==> src/logic/fpsc_defines.vh <==
`ifndef FPSC_DEFINES_VH
`define FPSC_DEFINES_VH
// ==========================================================
// Command codes and addresses
`define FPSC_ADDR_UNLOCK1 12'h555
`define FPSC_ADDR_UNLOCK2 12'h2AA
`define FPSC_D_UNLOCK1 8'hAA
`define FPSC_D_UNLOCK2 8'h55
`define FPSC_D_STATUS 8'h70
`define FPSC_D_WBUF 8'h25
`define FPSC_D_CONFIRM 8'h29
`define FPSC_D_SUSP_LEG 8'hB0
`define FPSC_D_SUSP_ENH 8'h51
`define FPSC_D_RES_LEG 8'h30
`define FPSC_D_RES_ENH 8'h50
// ==========================================================
// Limits and timing
`define FPSC_MAX_WORDS 9'h100
`define FPSC_WR_CYCLES 4'h3
// Hold latency of 20000 ns in 25 ns core clocks, sized for the counter
`define FPSC_LAT_CYC 16'h0320
`endif

==> src/logic/fpsc_host.v <==
// Contract
// - In erase hold, load count over 256 or new sector aborts to programming.
// - Up to 256 words per sector, then 29h at sector confirms programming.
// - B0h or 51h anywhere during busy program requests program hold.
// - 30h or 50h anywhere while paused resumes programming in erase hold.
// - While paused, 70h@555h reads status once; AA/55 unlock still allows resume.
`include "fpsc_defines.vh"
module fpsc_host (
  // Clock and reset
  input wire CORE_CLK,
  input wire ARST_N,
  // Command port
  input wire CMD_VALID,
  input wire [2:0] CMD_OP,
  input wire [23:0] CMD_ADDR,
  input wire [15:0] CMD_DATA,
  input wire [8:0] CMD_COUNT,
  input wire CMD_LAST,
  input wire CMD_IN_ERASE_HOLD,
  output reg CMD_READY,
  output reg CMD_ERROR,
  output reg [15:0] STATUS,
  output reg STATUS_VALID,
  // Flash bus
  output reg [23:0] FL_A,
  output reg [15:0] FL_DQ_OUT,
  output reg FL_DQ_OE,
  input wire [15:0] FL_DQ_IN,
  output reg FL_CE_N,
  output reg FL_WE_N,
  output reg FL_OE_N
);
  // ========================================================
  // Ops: 0 word program, 1 buffer open, 2 buffer word, 3 suspend,
  // 4 resume, 5 status read, 6 unlock pair
  localparam OP_WBOPEN = 3'h1;
  localparam OP_WDATA = 3'h2;
  localparam OP_SUSP = 3'h3;
  localparam OP_RES = 3'h4;
  localparam OP_STAT = 3'h5;
  localparam OP_UNLOCK = 3'h6;
  localparam S_IDLE = 3'h0;
  localparam S_WR = 3'h1;
  localparam S_GAP = 3'h2;
  localparam S_RD = 3'h3;
  localparam S_WAIT = 3'h4;

  reg [2:0] state;
  reg [3:0] ph;
  reg [2:0] nseq;
  reg [2:0] idx;
  reg [23:0] seq_a [0:3];
  reg [15:0] seq_d [0:3];
  reg [8:0] left;
  reg [23:0] sector;
  reg loading;
  reg hold_mode;
  reg paused;
  reg [15:0] lat;
  reg do_read;
  reg do_wait;
  reg [23:0] sec_of;
  reg ok;
  integer k;

  always @* begin
    sec_of = {CMD_ADDR[23:16], 16'h0000};
    ok = 1'b1;
    case (CMD_OP)
      OP_WBOPEN: ok = (CMD_COUNT != 9'h000) &&
                      (CMD_COUNT <= `FPSC_MAX_WORDS) && !loading;
      OP_WDATA: ok = loading && (sec_of == sector) &&
                     (left != 9'h000);
      OP_SUSP: ok = !loading && !paused;
      OP_RES: ok = paused;
      OP_STAT: ok = 1'b1;
      OP_UNLOCK: ok = 1'b1;
      default: ok = !loading && !paused;
    endcase
  end

  always @(posedge CORE_CLK or negedge ARST_N) begin
    if (!ARST_N) begin
      state <= S_IDLE;
      ph <= 4'h0;
      nseq <= 3'h0;
      idx <= 3'h0;
      for (k = 0; k < 4; k = k + 1) begin
        seq_a[k] <= 24'h000000;
        seq_d[k] <= 16'h0000;
      end
      left <= 9'h000;
      sector <= 24'h000000;
      loading <= 1'b0;
      hold_mode <= 1'b0;
      paused <= 1'b0;
      lat <= 16'h0000;
      do_read <= 1'b0;
      do_wait <= 1'b0;
      CMD_READY <= 1'b0;
      CMD_ERROR <= 1'b0;
      STATUS <= 16'h0000;
      STATUS_VALID <= 1'b0;
      FL_A <= 24'h000000;
      FL_DQ_OUT <= 16'h0000;
      FL_DQ_OE <= 1'b0;
      FL_CE_N <= 1'b1;
      FL_WE_N <= 1'b1;
      FL_OE_N <= 1'b1;
    end else begin
      CMD_ERROR <= 1'b0;
      STATUS_VALID <= 1'b0;
      case (state)
        S_IDLE: begin
          CMD_READY <= 1'b1;
          if (CMD_VALID && CMD_READY) begin
            CMD_READY <= 1'b0;
            idx <= 3'h0;
            do_read <= 1'b0;
            do_wait <= 1'b0;
            if (!ok) begin
              // Refused locally so the flash never sees an invalid cycle
              CMD_ERROR <= 1'b1;
              CMD_READY <= 1'b1;
            end else begin
              state <= S_WR;
              case (CMD_OP)
                OP_WBOPEN: begin
                  seq_a[0] <= {12'h000, `FPSC_ADDR_UNLOCK1};
                  seq_d[0] <= {8'h00, `FPSC_D_UNLOCK1};
                  seq_a[1] <= {12'h000, `FPSC_ADDR_UNLOCK2};
                  seq_d[1] <= {8'h00, `FPSC_D_UNLOCK2};
                  seq_a[2] <= sec_of;
                  seq_d[2] <= {8'h00, `FPSC_D_WBUF};
                  seq_a[3] <= sec_of;
                  seq_d[3] <= {7'h00, CMD_COUNT - 9'h001};
                  nseq <= 3'h4;
                  sector <= sec_of;
                  left <= CMD_COUNT;
                  loading <= 1'b1;
                  hold_mode <= CMD_IN_ERASE_HOLD;
                end
                OP_WDATA: begin
                  seq_a[0] <= CMD_ADDR;
                  seq_d[0] <= CMD_DATA;
                  nseq <= 3'h1;
                  left <= left - 9'h001;
                  if (left == 9'h001) begin
                    // Confirm at the sector once the count runs out
                    seq_a[1] <= sector;
                    seq_d[1] <= {8'h00, `FPSC_D_CONFIRM};
                    nseq <= 3'h2;
                    loading <= 1'b0;
                  end
                end
                OP_SUSP: begin
                  seq_a[0] <= CMD_ADDR;
                  seq_d[0] <= {8'h00, CMD_DATA[0] ?
                    `FPSC_D_SUSP_ENH : `FPSC_D_SUSP_LEG};
                  nseq <= 3'h1;
                  paused <= 1'b1;
                  do_wait <= 1'b1;
                  hold_mode <= CMD_IN_ERASE_HOLD;
                end
                OP_RES: begin
                  seq_a[0] <= CMD_ADDR;
                  seq_d[0] <= {8'h00, CMD_DATA[0] ?
                    `FPSC_D_RES_ENH : `FPSC_D_RES_LEG};
                  nseq <= 3'h1;
                  paused <= 1'b0;
                end
                OP_STAT: begin
                  seq_a[0] <= {12'h000, `FPSC_ADDR_UNLOCK1};
                  seq_d[0] <= {8'h00, `FPSC_D_STATUS};
                  nseq <= 3'h1;
                  do_read <= 1'b1;
                end
                OP_UNLOCK: begin
                  seq_a[0] <= {12'h000, `FPSC_ADDR_UNLOCK1};
                  seq_d[0] <= {8'h00, `FPSC_D_UNLOCK1};
                  seq_a[1] <= {12'h000, `FPSC_ADDR_UNLOCK2};
                  seq_d[1] <= {8'h00, `FPSC_D_UNLOCK2};
                  nseq <= 3'h2;
                end
                default: begin
                  seq_a[0] <= CMD_ADDR;
                  seq_d[0] <= CMD_DATA;
                  nseq <= 3'h1;
                end
              endcase
            end
          end
        end
        S_WR: begin
          // Write cycle: WE low for a fixed number of core clocks
          FL_A <= seq_a[idx[1:0]];
          FL_DQ_OUT <= seq_d[idx[1:0]];
          FL_DQ_OE <= 1'b1;
          FL_CE_N <= 1'b0;
          FL_WE_N <= 1'b0;
          ph <= ph + 4'h1;
          if (ph == `FPSC_WR_CYCLES) begin
            FL_WE_N <= 1'b1;
            ph <= 4'h0;
            state <= S_GAP;
          end
        end
        S_GAP: begin
          FL_CE_N <= 1'b1;
          FL_DQ_OE <= 1'b0;
          idx <= idx + 3'h1;
          if (idx + 3'h1 < nseq) begin
            state <= S_WR;
          end else if (do_read) begin
            state <= S_RD;
          end else if (do_wait) begin
            // Keyed on the op, so data words that look like B0h don't stall
            lat <= `FPSC_LAT_CYC;
            state <= S_WAIT;
          end else begin
            state <= S_IDLE;
          end
        end
        S_RD: begin
          // One-shot status read; device returns to prior state after
          FL_CE_N <= 1'b0;
          FL_OE_N <= 1'b0;
          ph <= ph + 4'h1;
          if (ph == `FPSC_WR_CYCLES) begin
            STATUS <= FL_DQ_IN;
            STATUS_VALID <= 1'b1;
            FL_CE_N <= 1'b1;
            FL_OE_N <= 1'b1;
            ph <= 4'h0;
            state <= S_IDLE;
          end
        end
        S_WAIT: begin
          lat <= lat - 16'h0001;
          if (lat == 16'h0001) begin
            state <= S_IDLE;
          end
        end
        default: state <= S_IDLE;
      endcase
    end
  end
  // Completion returns the device to read by itself; no reset issued
endmodule

==> config.mk <==
export PLATFORM = sky130hd
export DESIGN_NAME = fpsc_host
export DESIGN_NICKNAME = d
export VERILOG_FILES = /design/src/logic/fpsc_host.v
export VERILOG_INCLUDE_DIRS = /design/src /design/src/logic
export SDC_FILE = /design/constraint.sdc
export NUM_CORES = 1
export LEC_CHECK = 0
export BUFFER_PORTS_ARGS = -buffer_cell sky130_fd_sc_hd__clkbuf_2
export CORE_MARGIN = 5
export CORE_UTILIZATION = 51
export DETAILED_ROUTE_END_ITERATION = 10
export PLACE_DENSITY_LB_ADDON = 0.12
export REMOVE_ABC_BUFFERS = 1
export SETUP_SLACK_MARGIN = 0.05
export SYNTH_ARGS = -nofsm -noshare
export SYNTH_HDL_FRONTEND = slang
export SYNTH_SLANG_ARGS = --single-unit
==> constraint.sdc <==
create_clock -name CORE_CLK -period 2.3 [get_ports CORE_CLK]
set_input_delay 0.23 -clock CORE_CLK [delete_from_list [all_inputs] [get_ports CORE_CLK]]
set_output_delay 0.23 -clock CORE_CLK [all_outputs]
set_load 0.1 [all_outputs]
---- Yosys cells after proc, flatten, opt, wreduce, memory -nomap -nowiden ----
Cells that the tools add are included.
W data, S select, Z words.
operators by class
  reductions and logical operators ........ 33
  $mul .................................... 0
  bitwise operators ....................... 1
  equality and inequality tests ........... 23
  div/mod/pow operators ................... 0
  $add $sub $neg .......................... 5
  muxes and demuxes ....................... 49
  order comparisons ....................... 3
  shift operators ......................... 0
operators by type and width
  operator                 number
  $mux W16                 6
  $mux W24                 4
  $pmux W16 S2             2
  $pmux W16 S4             1
  $bmux W24 S2             1
  $pmux W24 S2             1
  $bmux W16 S2             1
  $mux W3                  9
  $ne A2 B2 Y1 const B     9
  $pmux W9 S2              1
  $reduce_bool A9 Y1       2
  $sub A9 B1 Y9 const B    2
  $eq A16 B1 Y1 const B    1
  $reduce_and A4 Y1        4
  $sub A16 B1 Y16 const B  1
  $pmux W3 S5              1
  $reduce_and A5 Y1        3
  $eq A3 B2 Y1 const B     4
  $eq A3 B3 Y1 const B     4
  $reduce_bool A2 Y1       6
  $mux W1                  11
  $eq A9 B1 Y1 const B     1
  $le A9 B9 Y1 const B     1
  $pmux W3 S3              1
  other kinds (24)         37
storage, ports and cells
  latch bits .............................. 0
  bits in read-only memories .............. 0
  logic and storage cells ................. 141
  memories ................................ 0
  memory bits (writable) .................. 0
  output and inout port bits .............. 63
  register bits after elaboration ......... 203

---- Depth between registers and ports, before layout ----
Gate-level depths: netlist (run 1).
  depth after elaboration ................. 7
  depth in mapped cells ................... 10
  gate-level depth less buffers ........... 8

---- Worst setup path before layout (run 1) ----
OpenSTA, ideal clock, no wires.
  kind .................................... flip-flop to flip-flop
  start point ............................. register ph[0]
  end point ............................... register STATUS[0]
  arrival time ............................ 2.186 ns
  setup time .............................. 0.125 ns
  cell stages (with the launch flop) ...... 7
  path slack .............................. -0.012 ns
  data required time ...................... 2.175 ns
  path through ............................ dfrtp_1 ha_1 nor3b_1 and3_1 clkbuf_1 buf_1 mux2_2
on the way
  cells in the longest elaborated chain, start to end .. 2
ends and longest elaborated chain
  item                         line             source
  start, declared              fpsc_host.v:49   reg [3:0] ph;
  start signal, assigned       fpsc_host.v:201  ph <= ph + 4'h1;
  start signal, assigned       fpsc_host.v:228  ph <= ph + 4'h1;
  $eq A4 B2 Y1 (no line)       n/a
  $reduce_and A2 Y1 (no line)  n/a
  end signal, assigned         fpsc_host.v:102  STATUS <= 16'h0000;
  end signal, assigned         fpsc_host.v:230  STATUS <= FL_DQ_IN;
  end, declared                fpsc_host.v:22   output reg [15:0] STATUS,
No other way between the ends.
A chain may end at the register's enable or synchronous reset.

---- Final worst setup path (run 1) ----
  start point ............................. register left[5]
  end point ............................... register left[1]
on the way
  cells in the longest elaborated chain, start to end .. 4
ends and longest elaborated chain
  item                         line             source
  start, declared              fpsc_host.v:54   reg [8:0] left;
  start signal, assigned       fpsc_host.v:147  left <= left - 9'h001;
  $reduce_bool A9 Y1           fpsc_host.v:73   (left != 9'h000);
  $logic_and A1 B1 Y1          fpsc_host.v:72   OP_WDATA: ok = loading && (sec_of == sector) &&
  $pmux W1 S4                  fpsc_host.v:69   case (CMD_OP)
  $reduce_and A4 Y1 (no line)  n/a
No other way between the ends.

==> impl_metrics.toml, run 1 <==
[power]
cellPowerDensity_nw_per_um2 = 1470
combPwrFrac_pct = 48.7
vdd_drop_max_v = 0.000981
seqPwrFrac_pct = 32.6
p_clk_share_pct = 18.7
leakage_uw = 0.00505
sw_frac_of_total_pct = 47.1
p_int_uw = 8230
p_sw_uw = 7310
power_uw = 15500

[drt]
dr.pass1.iters = 4
vias = 6633
wl_per_cell_um = 15.9
drc = 0
viasPerCell = 5.34
ant_nets = 0
drt_wl_total_um = 19700
initialDrtViolationCount = 377

[logic_synthesis]
netlist_area_um2 = 8080
ys.flop_type = "dfrtp_1"
synth-edff-count = 0
synth_compound_area_share_pct = 14.5
ys_async_sr_fraction_pct = 100
synth_adder_area_share_pct = 1.70
syn_inst = 822
synthMuxAreaShare_pct = 6.38
yosysWarnings = 0
ys_seq_area_share_pct = 53.9
synth-xor-area-share_pct = 2.93
synth-simple-area-share_pct = 17.4
synth-seq-cells = 174
avgSynthCellArea_um2 = 9.83
synth_cell_types = 59
synth_top_family_by_area = "simple AND/OR/NAND/NOR gates"

[global_route]
overflow = 0
antenna_found_initial = 0
grtUsageTotal_pct = 21.8
grt_pass1_wl_um = 32000
grt_max_degree = 66
grt_pass1_vias = 6504

[worst_setup_path]
path_max_fanout = 6
timing.rr.start = "left[5]"
reg2reg_depth = 10
path_class = "reg -> reg"
ff2ff_setup_slack_ps = -70
worstSetupEndpointType = "flip-flop"
worstReg2RegEnd = "left[1]"
cp.required_ps = 2640
critPathLaunchType = "flip-flop"
worstPathArrival_ps = 2710

[place]
gp_congestion = 0.826
portBuffers = 133
post-dp-hpwl_um = 13400
pre_cts_slack_ps = -204

[floorplan]
die_area_um2 = 18500
pin_count = 136
fp.dieH_um = 136
placementRows = 46
die_w_um = 136
start_util_pct = 51.4
core_um2 = 15700

[sta]
clock_skew_ps = 7.10
min_period_over_period_pct = 103
setup-violations-final = 26
grt_setup_unrepaired = "true"
report.final.hold_viol_count = 0
fin_ws_ps = -69.1
worstMarginPinSlew_ps = 566
fmax_ghz = 0.422
finalCriticalPeriod_ps = 2370
slew_headroom_pct = 62.4
slew_violations = 0
timing.hold.ws_ps = 21.2

[clock_network]
clk_pin_slew_ps = 60
cts_tree = "yes"
cts_buffer_depth = 2
cts-root-buf = "clkbuf_16"
worstSkewPairLatency_ps = 420
clock_sinks = 174
cts_buffers = 17
h-tree-depth = 4

[min_path]
hp-class = "in -> reg"
hold-path-cell-count = 3
hold_path_end = "seq_a[83]"
min_from = "CMD_ADDR[11]"

[layout]
area_delta_synth_final_pct = 31.2
final_cell_mix = "171 x dfrtp_1, 153 x nand2_1, 132 x clkbuf_2"
layout-drive-gt1-share_pct = 33.9
fin_nets = 1098
fillerInstances = 1254
layout_commonest_cell = "dfrtp_1"
diodes = 0

[flow_run]
maxCapViolations = 0

[status]
outcome = "finished, violations left"
violations = "setup timing"
[metal layers]
metal,part of all wire [%],global-route usage (%),vias up
met5,0,0,-
met4,2.3,6.49,0
met3,4.3,4.40,28
met2,49,36.5,154
met1,44,28.9,3208
li1,-,-,3243
[how the worst max path moves through the flow]
stage | slack (ps) | startpoint | end
after global routing | -170 | left[5] | left[1]
after floorplan | -1570 | left[5] | left[2]
final | -70 | left[5] | left[1]
after global placement | -140 | left[5] | left[4]
after detailed placement | -200 | CMD_OP[0] | left[3]
after CTS | -50 | left[7] | left[3]
[state kept, by name, indices dropped and copies added, names as in the netlist, 4 cells and up]
name / count
seq_d: 28
FL_A: 24
seq_a: 41
lat: 16
STATUS: 16
left: 9
ph: 4
FL_DQ_OUT: 16
[cells by family after synthesis]
family / after synthesis
AO/OA/AOI/OAI: 194
XOR/XNOR: 27
adder cells (fa/ha/maj): 11
buffers and inverters: 62
flip-flops: 174
multiplexers: 44
AND/OR/NAND/NOR: 310
[layout make-up]
class                           count  area, um^2  area share (%)
Clock inverter                     10         138            1.30
Timing Repair Buffer              219        1590            15.0
Inverter                           16        60.1           0.567
Tap cell                          216         270            2.55
Clock buffer                       21         460            4.34
Sequential cell                   174        4360            41.1
Multi-Input combinational cell    586        3720            35.1
[worst max-delay path: stages, from the launching register on]
cell and delay [ps]:
dfrtp_1 380, or4_4 580, nor4b_4 320, nor4_4 90, o311ai_4 220, buf_6 180, buf_12 130, buf_6 100
buf_12 110, nor2_2 40, a21oi_1 130
[Yosys cell counts (4+ instances only)]
| cell type | number | area share, % |
|---|---|---|
| nand4_1 | 4 | 0.31 |
| nor2_1 | 51 | 2.4 |
| xnor2_1 | 19 | 2.1 |
| inv_1 | 15 | 0.70 |
| ha_1 | 11 | 1.7 |
| mux2_2 | 30 | 4.2 |
| nand3_1 | 14 | 0.87 |
| o21ai_0 | 103 | 6.4 |
| mux2i_1 | 11 | 1.4 |
| clkbuf_1 | 31 | 1.4 |
| o31ai_1 | 9 | 0.84 |
| nor4_1 | 7 | 0.54 |
| a21oi_1 | 33 | 2.0 |
| buf_2 | 7 | 0.43 |
| nor3_1 | 13 | 0.81 |
| or3_1 | 7 | 0.54 |
| a22oi_1 | 7 | 0.65 |
| dfrtp_1 | 171 | 53 |
| xor2_1 | 8 | 0.87 |
| a22o_1 | 8 | 0.87 |
| buf_1 | 4 | 0.19 |
| nand2b_1 | 9 | 0.70 |
| nand2_1 | 174 | 8.1 |
| o221a_2 | 4 | 0.56 |
| nor2b_1 | 7 | 0.54 |
| buf_4 | 4 | 0.37 |
[power groups by stage]
stage,sequential [uW],combinational (uW),clock (uW)
final,5070,7560,2910
after global routing,5210,8160,3120
after CTS,5020,7360,2980
after detailed placement,5040,7150,0
after global placement,4990,7060,0
after floorplan,8080,2300,0
[what timing repair did]
item                       in CTS  in global routing
gates resized for setup        53                 61
hold endpoints to repair       29                  0
cloned                          2                  4
setup endpoints to repair      57                 72
pin swaps                       9                 24
hold buffers                    2                  0
buffers inserted                8                  3
[stage by stage]
| step | setup TNS (ps) | util [%] | area (um^2) | instances |
|---|---|---|---|---|
| 3_3_place_gp | -2240 | 60.0 | 9430 | 1193 |
| 6_report | -611 | 67.5 | 10600 | 1242 |
| 5_1_grt | -4670 | 67.5 | 10600 | 1242 |
| 3_5_place_dp | -4580 | 60.0 | 9430 | 1193 |
| 4_1_cts | -532 | 65.6 | 10300 | 1236 |
| 2_1_floorplan | -95980 | - | 7890 | 776 |
Power figures use the tool's default switching activity.
==> run 2: changes to the inputs <==
==> constraint.sdc (replaced) <==
create_clock -name CORE_CLK -period 2.9 [get_ports CORE_CLK]
set_input_delay 0.29 -clock CORE_CLK [delete_from_list [all_inputs] [get_ports CORE_CLK]]
set_output_delay 0.29 -clock CORE_CLK [all_outputs]
set_load 0.1 [all_outputs]
==> run 2 against run 1 <==
Largest cell class unchanged. Count of clock-buffer cells in the layout rose by 1. Critical path type unchanged. Via count fell by 5.5%. The run now ends clean. Largest power group unchanged. Clock power fell by 24%. Sequential power fell by 21%. Critical endpoint is now left[2].
==> impl_metrics.toml, run 2 (same netlist as run 1, synthesis figures left out) <==
[global_route]
grtUsageTotal_pct = 21.0
overflow = 0
met2_usage_pct = 34.4
grt_util_met1_pct = 28.6
grt_pass1_vias = 6211
grt_max_degree = 79
grt_pass1_wl_um = 30800
top_usage_layer = "met2"
grtUsageMet3_pct = 4.48
antenna_found_initial = 0

[power]
leakage_uw = 0.00458
vdd_drop_max_v = 0.000722
cellPowerDensity_nw_per_um2 = 1200

[layout]
top_register = "seq_a"
area_delta_synth_final_pct = 19.5
final_cell_mix = "174 x nand2_1, 171 x dfrtp_1, 132 x clkbuf_2"
fin_nets = 1042
top_regs = "seq_a x41, seq_d x28, FL_A x24"
largest_register_ff_count = 41
layout_commonest_cell = "nand2_1"
layout-drive-gt1-share_pct = 24.6
final_util_pct = 61.4
fillerInstances = 1383
diodes = 0

[drt]
initialDrtViolationCount = 462
drt_wl_total_um = 18600
dr.pass1.iters = 4
vias = 6268
drc = 0
wl_per_cell_um = 15.7
viasPerCell = 5.28
ant_nets = 0

[sta]
report.final.hold_viol_count = 0
grt_setup_unrepaired = "false"
fmax_ghz = 0.373
tns_ps = 0
clock_skew_ps = 9.18
timing.hold.ws_ps = 83.9
min_period_over_period_pct = 92.3
finalCriticalPeriod_ps = 2680
setup-violations-final = 0
slew_headroom_pct = 51.0
slew_violations = 0
worstMarginPinSlew_ps = 735

[worst_setup_path]
path_max_fanout = 29
path_cells = "or4_4 -> nor4b_2 -> nor4_1 -> buf_4 -> o311ai_4 -> buf_6 -> nor2_1 -> o221a_2"
worstPathArrival_ps = 2980
cp_slowest_cell = "or4_4"
critical-path-max-stage-delay_ps = 580
worstReg2RegEnd = "left[2]"
worstSetupEndpointType = "flip-flop"
ff2ff_setup_slack_ps = 220
reg2reg_depth = 8
timing.rr.start = "left[5]"
cp.required_ps = 3200
path_class = "reg -> reg"
critPathLaunchType = "flip-flop"

[floorplan]
core_um2 = 15700
die_w_um = 136
die_area_um2 = 18500
placementRows = 46
fp.dieH_um = 136
pin_count = 136
start_util_pct = 51.4

[min_path]
hold-path-cell-count = 3
hold_path_end = "seq_d[63]"
hp-class = "in -> reg"
min_from = "CMD_DATA[15]"

[flow_run]
maxCapViolations = 0

[clock_network]
worstSkewPairLatency_ps = 420
clock_sinks = 174
cts_buffers = 17
cts_tree = "yes"
h-tree-depth = 4
cts-root-buf = "clkbuf_16"
clk_pin_slew_ps = 60
post_cts_buffers = 0
cts_buffer_depth = 2

[place]
gp_congestion = 0.810
post-dp-hpwl_um = 13000
portBuffers = 133

[status]
outcome = "completed"
[run 2: changes by cell type in the layout (fill, tap and decap cells not counted), moves of 3 or more]
cell       before  now
buf_4          57   26
o21ai_0        72  103
nand2_1       153  174
o21ai_2        20    0
nand2_2        17    0
o21ai_1        14    3
buf_12         12    2
buf_6          10    2
nand2_4         4    0
clkbuf_16      20   17
nor2_1         47   50
[run 2: cell type report]
| cell class | count | area [um^2] | area share [%] |
|---|---|---|---|
| Tap cell | 216 | 270 | 2.80 |
| Timing Repair Buffer | 163 | 928 | 9.62 |
| Clock buffer | 22 | 454 | 4.70 |
| Sequential cell | 174 | 4360 | 45.1 |
| Multi-Input combinational cell | 586 | 3470 | 36.0 |
| Clock inverter | 9 | 111 | 1.15 |
| Inverter | 16 | 60.1 | 0.622 |
[run 2: worst max-delay path by stage]
stage                     startpoint  cells after the start  endpoint  slack [ps]
after CTS                    left[5]                      8   left[2]         130
after floorplan              left[5]                      6   left[2]        -970
after global routing         left[5]                      8   left[4]          90
after detailed placement     left[5]                      8   left[4]         140
final                        left[5]                      8   left[2]         220
after global placement       left[5]                      8   left[4]         190
[run 2: repair_timing]
action,4_1_cts,5_1_grt
setup endpoints to repair,0,3
hold buffers,1,0
hold endpoints to repair,75,0
resized for setup,0,1
[run 2: layer usage]
metal	routed length (um)	part of all wire [%]
met4	213	1.1
met1	8460	45
met5	0	0
met3	797	4.3
met2	9120	49
[run 2: critical path, delay by kind of cell, from the launching register on]
kind / cells / cell delay [ps]
AOI/OAI and AO/OA: 2 / 630
buffers and inverters: 2 / 430
DFF: 1 / 410
and+or+nand+nor: 4 / 1070
[run 2: metrics by stage]
stage          setup WS, ps  cell area (um^2)  std cells  power [uW]
3_5_place_dp            145              9070       1154        9460
6_report                222              9650       1186       11600
5_1_grt                88.9              9650       1186       12300
3_3_place_gp            193              9070       1154        9360
4_1_cts                 125              9650       1186       11700
2_1_floorplan          -973              7890        776        8230
[run 2: power by group]
group	internal [uW]	switching [uW]	leakage, uW	total (uW)
sequential	3390	600	0.00225	3990
clock	1290	929	0.000271	2220
combinational	1350	4040	0.00206	5390
total	6030	5570	0.00458	11600
==> run 3: changes to the inputs <==
--- a/config.mk
+++ b/config.mk
@@ -9,6 +9,9 @@
 export BUFFER_PORTS_ARGS = -buffer_cell sky130_fd_sc_hd__clkbuf_2
 export CORE_MARGIN = 5
 export CORE_UTILIZATION = 51
+export CTS_BUF_LIST = sky130_fd_sc_hd__clkbuf_8
+export CTS_CLUSTER_DIAMETER = 120
+export CTS_CLUSTER_SIZE = 10
 export DETAILED_ROUTE_END_ITERATION = 10
 export PLACE_DENSITY_LB_ADDON = 0.12
 export REMOVE_ABC_BUFFERS = 1
==> run 3 against run 2 <==
Via count is 1.3% higher. Combinational power hardly changed. Cell count stayed put. Die area stayed put. Setup slack worse by 7.3 ps. Sequential share of layout area is 0.91 points higher. Register-to-register slack hardly changed. First-iteration DRC count is 16% lower. Clock skew is 0.55 ps higher. Non-clock buffer count stayed put. Sequential cell count stayed put. Highest routed layer unchanged. Hold slack worse by 38 ps. Critical endpoint unchanged.
==> impl_metrics.toml, run 3 (same netlist as run 1, synthesis figures left out) <==
[worst_setup_path]
worstSetupEndpointType = "flip-flop"
ff2ff_setup_slack_ps = 210
timing.rr.start = "left[5]"
cp.required_ps = 3240
setup.worst_path.end = "left[2]"
path_max_fanout = 29
critPathLaunchType = "flip-flop"
path_class = "reg -> reg"
reg2reg_depth = 8
worstPathArrival_ps = 3030
crit_start = "left[5]"
worstReg2RegEnd = "left[2]"

[floorplan]
pin_count = 136
die_area_um2 = 18500
die_w_um = 136
fp.dieH_um = 136
placementRows = 46
start_util_pct = 51.4
core_um2 = 15700

[sta]
slew_violations = 0
fmax_ghz = 0.372
fin_ws_ps = 215
slew_headroom_pct = 50.9
report.final.hold_viol_count = 0
min_period_over_period_pct = 92.6
timing.hold.ws_ps = 45.9
setup-violations-final = 0
grt_setup_unrepaired = "false"
finalCriticalPeriod_ps = 2690
clock_skew_ps = 9.73
worstMarginPinSlew_ps = 736

[power]
sw_frac_of_total_pct = 50.0
p_sw_uw = 5500
leakage_uw = 0.00451
p_clk_share_pct = 14.9
vdd_drop_max_v = 0.000715
p_int_uw = 5500
combPwrFrac_pct = 48.9
power_uw = 11000
cellPowerDensity_nw_per_um2 = 1160
seqPwrFrac_pct = 36.2

[layout]
final_util_pct = 60.2
fin_cells = 1186
diodes = 0
top_register = "seq_a"
top_regs = "seq_a x41, seq_d x28, FL_A x24"
layout-drive-gt1-share_pct = 24.6
area_delta_synth_final_pct = 17.1
layout_commonest_cell = "nand2_1"
fin_nets = 1042
largest_register_ff_count = 41
final_cell_mix = "174 x nand2_1, 171 x dfrtp_1, 132 x clkbuf_2"

[flow_run]
maxCapViolations = 0

[clock_network]
cts_buffers = 17
cts-root-buf = "clkbuf_8"
clock_sinks = 174
cts_buffer_depth = 2
clk_pin_slew_ps = 90
worstSkewPairLatency_ps = 460
cts_tree = "yes"
h-tree-depth = 4
post_cts_buffers = 0

[min_path]
hp-class = "in -> reg"

[status]
outcome = "completed"

[drt]
vias = 6350
ant_nets = 0
dr.pass1.iters = 5
drc = 0
viasPerCell = 5.35
drt_wl_total_um = 18500
initialDrtViolationCount = 388
wl_per_cell_um = 15.6

[global_route]
antenna_found_initial = 0
grt_pass1_wl_um = 30600
grt_max_degree = 79
grt_pass1_vias = 6162
grtUsageTotal_pct = 20.8
overflow = 0

[place]
pre_cts_slack_ps = 145
placed_cells = 1154
gp_congestion = 0.810
post-dp-hpwl_um = 13000
portBuffers = 133
==> run 3: worst min-delay path by stage <==
stage | from | endpoint | cells past startpoint
floorplan | ARST_N | CMD_ERROR | 0
global placement | ARST_N | STATUS[1] | 1
detailed placement | ARST_N | STATUS[1] | 1
CTS | CMD_ADDR[11] | seq_a[83] | 3
global route | CMD_ADDR[11] | seq_a[83] | 3
finish | CMD_DATA[15] | seq_d[63] | 3
==> run 3: area by class of cell <==
cell class | instances | area [um^2]
Fill cell | 1419 | 6250
Sequential cell | 174 | 4360
Multi-Input combinational cell | 586 | 3470
Timing Repair Buffer | 163 | 928
Tap cell | 216 | 270
Clock buffer | 18 | 248
Clock inverter | 13 | 126
Inverter | 16 | 60.1
==> run 3: stage by stage <==
| stage | TNS [ps] | cell area, um^2 |
|---|---|---|
| after floorplan | -46750 | 7890 |
| after global placement | 0 | 9070 |
| after detailed placement | 0 | 9070 |
| after CTS | 0 | 9460 |
| after global routing | 0 | 9460 |
| final | 0 | 9460 |
==> run 3: power by group through the flow <==
| stage | Combinational [uW] | Clock [uW] | Sequential [uW] |
|---|---|---|---|
| finish | 5380 | 1640 | 3980 |
| global route | 5830 | 1780 | 4110 |
| CTS | 5440 | 1680 | 3990 |
| detailed placement | 5430 | 0 | 4030 |
| global placement | 5360 | 0 | 4000 |
| floorplan | 1820 | 0 | 6410 |
==> run 3: repair_timing <==
action,in CTS,in global routing
endpoints found under the setup margin,0,3
hold buffers,1,0
resized for setup,0,1
endpoints found under the hold margin,75,0
==> run 3: layer usage <==
layer / part of all wire [%] / track usage [%] / vias up
met2: 48 / 33.9 / 152
met3: 5.2 / 4.44 / 21
met1: 45 / 28.5 / 3050
li1: - / - / 3127
met4: 1.3 / 5.94 / 0
met5: 0 / 0 / -
==> run 3: worst max-delay path, cell delays in order, from the launching register on <==
cell	delay (ps)
dfrtp_1	420
or4_4	580
nor4b_2	270
nor4_1	90
buf_4	150
o311ai_4	340
buf_6	280
nor2_1	140
o221a_2	280
